File: src/logic/afcs_pkg.sv
// Constants for the front-end configuration shifter: register map, bit map, reset pattern.
// Assumes a 32-bit APB master with one aligned word per register.
`default_nettype none
package afcs_pkg;
   localparam int AFCS_SR_W = 56;
   // Register indices; the byte address is four times the index
   localparam logic [9:0] AFCS_IDX_STATUS = 10'h003;
   localparam logic [9:0] AFCS_IDX_SERIAL = 10'h005;
   localparam logic [9:0] AFCS_IDX_STROBE = 10'h00b;
   localparam logic [7:0] AFCS_STROBE_CODE = 8'h04;
   // Field positions in the shift register and latch
   localparam int AFCS_B_CH1_TERM = 6;
   localparam int AFCS_B_CH1_SE = 7;
   localparam int AFCS_B_CH1_LPF = 9;
   localparam int AFCS_B_CH1_ROUTE = 10;
   localparam int AFCS_B_CH2_TERM = 11;
   localparam int AFCS_B_CH2_SE = 12;
   localparam int AFCS_B_CH2_LPF = 14;
   localparam int AFCS_B_CH2_ROUTE = 15;
   localparam int AFCS_B_CH1_IN20 = 34;
   localparam int AFCS_B_CH1_POST = 35;
   localparam int AFCS_B_CH1_DIFF = 36;
   localparam int AFCS_B_CH1_INT6 = 37;
   localparam int AFCS_B_CH1_INT14 = 38;
   localparam int AFCS_B_CH2_IN20 = 42;
   localparam int AFCS_B_CH2_POST = 43;
   localparam int AFCS_B_CH2_DIFF = 44;
   localparam int AFCS_B_CH2_INT6 = 45;
   localparam int AFCS_B_CH2_INT14 = 46;
   // Inputs enabled, 50 ohm, filter out, attenuators bypassed and removed
   localparam logic [55:0] AFCS_RESET_PATTERN = 56'h006c6c00001080;
endpackage
`default_nettype wire

File: src/logic/afcs_shifter.sv
// Front-end configuration shifter: 56-bit circular shift register, copy latch, APB slave.
// Assumes an APB master on pclk; latch outputs drive front-end relays directly.
// Notes on behaviour
// - Status read returns shift register bit 55
// - Serial write inserts bit 0, shifts all
// - Fifty-six write-backs of bit 55 restore every bit's position
// - Strobe write of 4 copies into latch
// - Bits 7, 12 enable single-ended inputs
// - Bits 36, 44 high disable differential inputs
// - Reset leaves all inputs enabled
// - Bits 6, 11 select 75 ohm termination
// - Bits 9, 14 insert lowpass filter
// - Bits 10, 15 route through attenuators
// - Bits 34, 42 low insert input 20 dB
// - Bits 35, 43 low insert post 20 dB
// - Bits 37, 45 low insert 6 dB
// - Bits 38, 46 low insert 14 dB
//
// The APB interface to the registers is this design's own decision.
`default_nettype none
module afcs_shifter
   import afcs_pkg::*;
#(
   parameter int ADDR_W = 12
) (
   input wire logic pclk,
   input wire logic presetn,
   input wire logic psel,
   input wire logic penable,
   input wire logic pwrite,
   input wire logic [ADDR_W-1:0] paddr,
   input wire logic [31:0] pwdata,
   input wire logic [3:0] pstrb,
   output logic [31:0] prdata,
   output logic pready,
   output logic pslverr,
   output logic ch1_single_input_en,
   output logic ch2_single_input_en,
   output logic ch1_diff_input_off,
   output logic ch2_diff_input_off,
   output logic ch1_termination_sel,
   output logic ch2_termination_sel,
   output logic ch1_lowpass_in,
   output logic ch2_lowpass_in,
   output logic ch1_atten_route,
   output logic ch2_atten_route,
   output logic ch1_input_20db_stage_off,
   output logic ch2_input_20db_stage_off,
   output logic ch1_post_stage_off,
   output logic ch2_post_stage_off,
   output logic ch1_internal_stage_off,
   output logic ch2_internal_stage_off,
   output logic ch1_internal14_stage_off,
   output logic ch2_internal14_stage_off
);

   typedef struct packed {
      logic [AFCS_SR_W-1:0] sr;
      logic [AFCS_SR_W-1:0] latch;
      logic [31:0] rdata;
      logic ready;
      logic err;
   } afcs_state_type;

   afcs_state_type st_r;
   afcs_state_type st_nxt;

   logic [9:0] idx;
   logic aligned;
   logic is_status;
   logic is_serial;
   logic is_strobe;
   logic hit;
   logic setup;
   logic take;
   logic wr_take;
   logic copy_take;

   assign idx = paddr[11:2];
   assign aligned = (paddr[1:0] == 2'b00) && ((paddr >> 12) == '0);
   assign is_status = aligned && (idx == AFCS_IDX_STATUS);
   assign is_serial = aligned && (idx == AFCS_IDX_SERIAL);
   assign is_strobe = aligned && (idx == AFCS_IDX_STROBE);
   assign hit = is_status || is_serial || is_strobe;
   assign setup = psel && !penable;
   assign take = psel && penable && st_r.ready;
   // Only lane 0 carries register data; a write with lane 0 off is a no-op
   assign wr_take = take && pwrite && pstrb[0];
   assign copy_take = wr_take && is_strobe && (pwdata[7:0] == AFCS_STROBE_CODE);

   always_comb begin
      st_nxt = st_r;
      st_nxt.ready = 1'b0;
      if (setup) begin
         // Answer decided in setup so the access phase completes with no wait
         st_nxt.ready = 1'b1;
         st_nxt.err = !hit;
         st_nxt.rdata = 32'h00000000;
         if (is_status && !pwrite) begin
            st_nxt.rdata = {31'h00000000, st_r.sr[AFCS_SR_W-1]};
         end
      end
      if (wr_take && is_serial) begin
         st_nxt.sr = {st_r.sr[AFCS_SR_W-2:0], pwdata[0]};
      end
      // Any other value in the low byte is ignored so stray writes cannot move relays
      if (copy_take) begin
         st_nxt.latch = st_r.sr;
      end
   end

   always_ff @(posedge pclk or negedge presetn) begin
      if (!presetn) begin
         st_r.sr <= AFCS_RESET_PATTERN;
         st_r.latch <= AFCS_RESET_PATTERN;
         st_r.rdata <= 32'h00000000;
         st_r.ready <= 1'b0;
         st_r.err <= 1'b0;
      end else begin
         st_r <= st_nxt;
      end
   end

   assign prdata = st_r.rdata;
   assign pready = st_r.ready;
   assign pslverr = st_r.err;
   assign ch1_single_input_en = st_r.latch[AFCS_B_CH1_SE];
   assign ch2_single_input_en = st_r.latch[AFCS_B_CH2_SE];
   assign ch1_diff_input_off = st_r.latch[AFCS_B_CH1_DIFF];
   assign ch2_diff_input_off = st_r.latch[AFCS_B_CH2_DIFF];
   assign ch1_termination_sel = st_r.latch[AFCS_B_CH1_TERM];
   assign ch2_termination_sel = st_r.latch[AFCS_B_CH2_TERM];
   assign ch1_lowpass_in = st_r.latch[AFCS_B_CH1_LPF];
   assign ch2_lowpass_in = st_r.latch[AFCS_B_CH2_LPF];
   assign ch1_atten_route = st_r.latch[AFCS_B_CH1_ROUTE];
   assign ch2_atten_route = st_r.latch[AFCS_B_CH2_ROUTE];
   assign ch1_input_20db_stage_off = st_r.latch[AFCS_B_CH1_IN20];
   assign ch2_input_20db_stage_off = st_r.latch[AFCS_B_CH2_IN20];
   assign ch1_post_stage_off = st_r.latch[AFCS_B_CH1_POST];
   assign ch2_post_stage_off = st_r.latch[AFCS_B_CH2_POST];
   assign ch1_internal_stage_off = st_r.latch[AFCS_B_CH1_INT6];
   assign ch2_internal_stage_off = st_r.latch[AFCS_B_CH2_INT6];
   assign ch1_internal14_stage_off = st_r.latch[AFCS_B_CH1_INT14];
   assign ch2_internal14_stage_off = st_r.latch[AFCS_B_CH2_INT14];

   // Helper: counts serial writes since the last strobe write of any value, saturating
   logic [6:0] shift_cnt;
   always_ff @(posedge pclk or negedge presetn) begin
      if (!presetn) begin
         shift_cnt <= 7'h00;
      end else if (wr_take && is_strobe) begin
         shift_cnt <= 7'h00;
      end else if (wr_take && is_serial && shift_cnt != 7'h7f) begin
         shift_cnt <= shift_cnt + 7'h01;
      end
   end
endmodule
`default_nettype wire

File: config.mk
export PLATFORM = sky130hd
export DESIGN_NAME = afcs_shifter
export DESIGN_NICKNAME = d
export VERILOG_FILES = /design/src/logic/afcs_pkg.sv /design/src/logic/afcs_shifter.sv
export SDC_FILE = /design/constraint.sdc
export NUM_CORES = 1
export LEC_CHECK = 0
export BUFFER_PORTS_ARGS = -buffer_cell sky130_fd_sc_hd__buf_2
export CORE_MARGIN = 10
export CORE_UTILIZATION = 55
export CTS_BUF_LIST = sky130_fd_sc_hd__clkbuf_2 sky130_fd_sc_hd__clkbuf_4 sky130_fd_sc_hd__clkbuf_8
export CTS_CLUSTER_DIAMETER = 50
export DETAILED_ROUTE_END_ITERATION = 10
export PLACE_DENSITY = 0.86
export SYNTH_ARGS = -nofsm -noshare
export SYNTH_HDL_FRONTEND = slang
export SYNTH_SLANG_ARGS = --single-unit
export TNS_END_PERCENT = 30
File: constraint.sdc
create_clock -name pclk -period 2.9 [get_ports pclk]
set_input_delay 0.29 -clock pclk [delete_from_list [all_inputs] [get_ports pclk]]
set_output_delay 0.29 -clock pclk [all_outputs]
set_load 0.005 [all_outputs]
### Word level (Yosys, flattened, before mapping)

Cells that the tools add are included.

* logic and storage cells: 29
* output and inout port bits: 52
* register bits: 106
* bits of input ports: 53

* reduce and logical (&&, ||, !) cells: 18
* mux-type cells: 2
* equality and inequality tests: 4

Operator list (number)
* $logic_and A1 B1 Y1: 12
* $eq A10 B2 Y1 const B: 1
* $eq A10 B3 Y1 const B: 1
* $eq A10 B4 Y1 const B: 1
* $eq A8 B3 Y1 const B: 1
* $logic_not A1 Y1: 3
* $logic_not A2 Y1: 1
* $logic_or A1 B1 Y1: 2
* $mux W2: 1
* $mux W1: 1

### Longest topological paths before layout

* depth in word-level cells: 6
* mapped depth: 6
* mapped depth without buffers: 4

### Worst setup path after synthesis

No wires, ideal clock.

* path kind: in2reg
* start point: input port paddr[1]
* end point: register st_r, in the netlist ch1_diff_input_off
* data arrival time: 1628 ps
* path buffers: 1
* data required time: 2775 ps
* stages on the path: 5
* setup time: 125 ps
* slack: 1148 ps
* cells stage by stage: nor3b_1 nand4_2 nor3_4 buf_8 mux2_2

* longest elaborated chain between the ends: 4

RTL lines
* start, declared: line afcs_shifter.sv:31 `input wire logic [ADDR_W-1:0] paddr,`
* $logic_not A2 Y1: line afcs_shifter.sv:80 `assign aligned = (paddr[1:0] == 2'b00) && ((paddr >> 12) == '0);`
* $logic_and A1 B1 Y1: line afcs_shifter.sv:83 `assign is_strobe = aligned && (idx == AFCS_IDX_STROBE);`
* $logic_and A1 B1 Y1
* $logic_and A1 B1 Y1: line afcs_shifter.sv:89 `assign copy_take = wr_take && is_strobe && (pwdata[7:0] == AFCS_STROBE_CODE);`
* end signal, assigned: line afcs_shifter.sv:120 `st_r <= st_nxt;`
* end, declared: line afcs_shifter.sv:65 `afcs_state_type st_r;`

No other way between the ends.
A chain may end at the register's enable or synchronous reset.

### Worst setup path in the final report

* start point: register st_r, in the netlist pready
* end point: register st_r, in the netlist ch1_diff_input_off

* longest elaborated chain between the ends: 5

RTL lines
* $logic_and A1 B1 Y1: line afcs_shifter.sv:86 `assign take = psel && penable && st_r.ready;`
* $logic_and A1 B1 Y1 (2 in series): line afcs_shifter.sv:88 `assign wr_take = take && pwrite && pstrb[0];`
* $logic_and A1 B1 Y1
* $logic_and A1 B1 Y1: line afcs_shifter.sv:89

No other way between the ends.

==> report_table.html <==
<table>
<tr><th>Metric</th><th>Value</th></tr>
<tr><th colspan="2">Run status</th></tr>
<tr><td>Outcome</td><td>finished, final reports clean</td></tr>
<tr><th colspan="2">Timing</th></tr>
<tr><td>RSZ-0062 raised after global routing</td><td>false</td></tr>
<tr><td>Normalized max-slew margin</td><td>0.3955</td></tr>
<tr><td>Final setup viols</td><td>0</td></tr>
<tr><td>Final critical-path share of the clock period</td><td>0.6781</td></tr>
<tr><td>Final critical-path required period</td><td>1.966 ns</td></tr>
<tr><td>Final-report max-slew violation count</td><td>0</td></tr>
<tr><td>Final setup skew</td><td>0.008159 ns</td></tr>
<tr><td>FMAX</td><td>508.6 MHz</td></tr>
<tr><td>Actual slew at the worst max-slew pin</td><td>0.9067 ns</td></tr>
<tr><td>Total Negative Setup Slacks</td><td>0 ns</td></tr>
<tr><td>Endpoints failing hold</td><td>0</td></tr>
<tr><th colspan="2">Logic synthesis</th></tr>
<tr><td>Post-synthesis instance total</td><td>213</td></tr>
<tr><td>Count of different cell masters after synthesis</td><td>23</td></tr>
<tr><td>Cell type with the largest total area after synthesis</td><td>dfrtp_1</td></tr>
<tr><td>Syn_area_per_cell</td><td>15.23 um^2</td></tr>
<tr><td>Fraction of the yosys area taken by sequential cells</td><td>0.6016</td></tr>
<tr><td>Share of Yosys cell area claimed by the top area cell type</td><td>0.4396</td></tr>
<tr><td>Synth area leaders</td><td>dfrtp_1 (44%), mux2_2 (26%), dfstp_2 (16%)</td></tr>
<tr><td>Seq cells post-synth</td><td>77</td></tr>
<tr><td>Post-Syn Area</td><td>3244 um^2</td></tr>
<tr><td>Yosys synthesis warning count</td><td>0</td></tr>
<tr><th colspan="2">Routing</th></tr>
<tr><td>DRT iter0 DRCs</td><td>58</td></tr>
<tr><td>Final wirelength</td><td>5254 um</td></tr>
<tr><td>Number of remaining DRC errors</td><td>0</td></tr>
<tr><td>DR pass1 iterations</td><td>4</td></tr>
<tr><td>Routed via count</td><td>1,673</td></tr>
<tr><td>Antenna Nets Post-Route</td><td>0</td></tr>
<tr><td>Detail-routed via count per cell</td><td>4.921</td></tr>
<tr><td>Average routed wire per standard cell</td><td>roughly 15 um</td></tr>
<tr><th colspan="2">Critical path</th></tr>
<tr><td>Crit-path cells</td><td>and3_1 &gt; nand3_1 &gt; nor3_4 &gt; buf_4 &gt; mux2_2</td></tr>
<tr><td>Worst R2R Setup Slack</td><td>approximately 0.93 ns</td></tr>
<tr><td>Maximum fanout along the worst path</td><td>10</td></tr>
<tr><td>Cell with the largest stage delay on the worst path</td><td>nor3_4</td></tr>
<tr><td>Worst Path Required</td><td>~3.1 ns</td></tr>
<tr><td>Critical Path AT</td><td>2.19 ns</td></tr>
<tr><td>Endpoint of the worst-slack reg-to-reg timing path</td><td>ch1_diff_input_off$_DFFE_PN0P_</td></tr>
<tr><td>Crit. Startpoint</td><td>pready$_DFF_PN0_</td></tr>
<tr><td>Peak per-stage delay on the critical path</td><td>0.50 ns</td></tr>
<tr><td>Buffer and inverter count on the worst path</td><td>1</td></tr>
<tr><td>Worst Setup End Kind</td><td>flip-flop</td></tr>
<tr><td>Worst reg2reg path startpoint</td><td>pready$_DFF_PN0_</td></tr>
<tr><td>Worst setup path endpoint</td><td>ch1_diff_input_off$_DFFE_PN0P_</td></tr>
<tr><td>R2R depth</td><td>5</td></tr>
<tr><td>Worst setup path class</td><td>reg2reg</td></tr>
<tr><td>Critical path's top delay family</td><td>simple AND/OR/NAND/NOR gates</td></tr>
<tr><td>Worst Setup Start Kind</td><td>flip-flop</td></tr>
<tr><td>Number of cells on the critical path</td><td>5</td></tr>
<tr><th colspan="2">CTS</th></tr>
<tr><td>TritonCTS clock tree</td><td>built</td></tr>
<tr><td>Hold-fix buffers at CTS</td><td>0</td></tr>
<tr><td>Setup fix buffers added after clock tree synthesis</td><td>0</td></tr>
<tr><td>Post-CTS sizing</td><td>0</td></tr>
<tr><td>Clock sink count</td><td>77</td></tr>
<tr><td>CTS Buf Count</td><td>9</td></tr>
<tr><td>Clock-pin slew on the worst setup and hold paths</td><td>approximately 0.080 ns</td></tr>
<tr><td>Number of levels the H-tree was split into</td><td>3</td></tr>
<tr><td>Clock root cell</td><td>clkbuf_8</td></tr>
<tr><td>Worst skew pair latency</td><td>around 0.35 ns</td></tr>
<tr><td>Worst-case clock buffer depth</td><td>2</td></tr>
<tr><th colspan="2">Final layout</th></tr>
<tr><td>Fraction of layout instances using a drive strength above 1</td><td>0.6045</td></tr>
<tr><td>Post-layout net count</td><td>316</td></tr>
<tr><td>Design area</td><td>approximately 3700 um^2</td></tr>
<tr><td>Layout Area Growth over Synthesis</td><td>13.23%</td></tr>
<tr><td>Top reg by flops</td><td>st_r</td></tr>
<tr><td>Count of inserted antenna diode cells</td><td>0</td></tr>
<tr><td>Max FFs per register</td><td>56</td></tr>
<tr><th colspan="2">Floorplan</th></tr>
<tr><td>Die Wd</td><td>96.81 um</td></tr>
<tr><td>Initial cell density of the core</td><td>0.5785</td></tr>
<tr><td>Floorplan row count</td><td>27</td></tr>
<tr><td>IO Pins</td><td>105</td></tr>
<tr><td>Floorplan die height</td><td>96.81 um</td></tr>
<tr><td>DIE AREA</td><td>9371 um^2</td></tr>
<tr><td>Placeable core region</td><td>5608 um^2</td></tr>
<tr><th colspan="2">Placed design</th></tr>
<tr><td>Final HPWL DP</td><td>3650 um</td></tr>
<tr><td>RePlAce Congestion</td><td>0.7660</td></tr>
<tr><td>Instance area after placement</td><td>3420 um^2</td></tr>
<tr><td>Buffers added on ports</td><td>46</td></tr>
<tr><th colspan="2">Power</th></tr>
<tr><td>Cell-internal power</td><td>approximately 0.0017 W</td></tr>
<tr><td>Proportion of power drawn by flip-flops and latches</td><td>0.503</td></tr>
<tr><td>Maximum ir drop on the vdd rail</td><td>396.1 uV</td></tr>
<tr><td>Power per Cell Area</td><td>583.0 nW/um^2</td></tr>
<tr><td>Leakage dissipation</td><td>1.905 nW</td></tr>
<tr><td>Clock share of power</td><td>0.468</td></tr>
<tr><td>Combinational fraction of design power</td><td>0.028</td></tr>
<tr><td>Switching power</td><td>around 0.00042 W</td></tr>
<tr><td>Switching share of power</td><td>0.1960</td></tr>
<tr><th colspan="2">Global route</th></tr>
<tr><td>Via count of the first global-routing pass</td><td>approximately 1,800</td></tr>
<tr><td>Number of antenna violations at the first check in global routing</td><td>0</td></tr>
<tr><td>Global-route usage over all layers</td><td>0.1197</td></tr>
<tr><td>Pin count of the biggest net entering global routing</td><td>78</td></tr>
<tr><td>Wire length of the first global-routing pass</td><td>9156 um</td></tr>
<tr><td>GR Overflow Total</td><td>0</td></tr>
<tr><th colspan="2">Flow run</th></tr>
<tr><td>Max-cap violations</td><td>0</td></tr>
<tr><th colspan="2">Worst hold path</th></tr>
<tr><td>Worst min-delay path class</td><td>in2async</td></tr>
</table>
[final cells by class]
cell class / count / area (um^2)
Timing Repair Buffer: 48 / 260.3
Inverter: 1 / 3.754
Fill cell: 419 / 1934
Clock inverter: 4 / 95.09
Sequential cell: 77 / 1952
Clock buffer: 12 / 158.9
Tap cell: 72 / 90.09
Multi-Input combinational cell: 126 / 1114
[per-stage QoR]
stage	total power [W]	hold WS [ns]	std cells	setup WS, ns	util
2_1_floorplan	0.001145	-0.005591	243	1.148	-
3_3_place_gp	0.001156	0.4493	324	0.7505	0.6098
3_5_place_dp	0.001158	0.4709	324	0.7214	0.6098
4_1_cts	0.002162	0.1044	340	0.8823	0.6551
5_1_grt	0.002228	0.1348	340	0.7813	0.6551
6_report	0.002141	0.07620	340	0.9337	0.6551
[logic make-up (layout without fill, tap and decap cells)]
kind of cell           after synthesis  after routing  synth area share
other                                1             31          0.001156
AND/OR/NAND/NOR                     20             20           0.04667
buffers and inverters               40             65           0.09217
flip-flops                          77             77            0.6016
multiplexers                        74             74            0.2568
AO/OA/AOI/OAI                        1              1          0.001541
[power groups by stage]
stage | Clock, W | Sequential [W] | Combinational (W)
after detailed placement | 0 | 0.00110 | 0.0000600
after global placement | 0 | 0.00110 | 0.0000586
final | 0.00100 | 0.00108 | 0.0000604
after floorplan | 0 | 0.00110 | 0.0000464
after CTS | 0.00102 | 0.00108 | 0.0000603
after global routing | 0.00108 | 0.00108 | 0.0000709
[worst min-delay path by stage]
stage                         from                     endpoint
2_1_floorplan              presetn  ch1_atten_route$_DFFE_PN0P_
3_3_place_gp   pslverr$_DFFE_PN0P_          pslverr$_DFFE_PN0P_
3_5_place_dp   pslverr$_DFFE_PN0P_          pslverr$_DFFE_PN0P_
4_1_cts                    presetn        st_r[101]$_DFFE_PN0P_
5_1_grt                    presetn  ch2_atten_route$_DFFE_PN0P_
6_report                   presetn        st_r[111]$_DFFE_PN0P_
[cell usage after synthesis (all sizes together)]
cell type  count
nand2          3
nor3           1
conb           1
or4b           1
inv            1
and3           1
nand3          2
mux2          74
o21ai          1
buf           39
nand4b         1
nor2b          1
nor2           2
nand4          2
nand2b         1
dfrtp         57
nor3b          3
dfstp         20
nor4           2
[placed cells by master (no fill, tap or decap)]
cell type  netlist  layout
clkinv_2         0       1
nor3_4           1       1
conb_1           1      31
nand4_1          1       1
nand2_1          3       3
inv_1            1       1
or4b_1           1       1
nor2_4           0       1
nor3b_1          3       3
buf_4           36       2
dfrtp_1         57      57
nor2_1           2       1
nand4b_1         1       1
and3_1           1       1
o21ai_0          1       1
nand4_2          1       1
dfstp_2         20      20
buf_2            2      45
nand3_1          2       2
clkbuf_4         0       1
bufinv_16        0       3
buf_12           0       1
nor4_1           1       1
nand2b_1         1       1
nor4_4           1       1
nor2b_1          1       1
clkbuf_8         0      11
mux2_2          74      74
[layer usage]
layer  global-route usage  wire length (um)
met5                    0                 0
met4              0.05073               117
met2               0.1917              2691
met3              0.06246               400
met1               0.1297              2044
(Power assumes the default switching activity.)
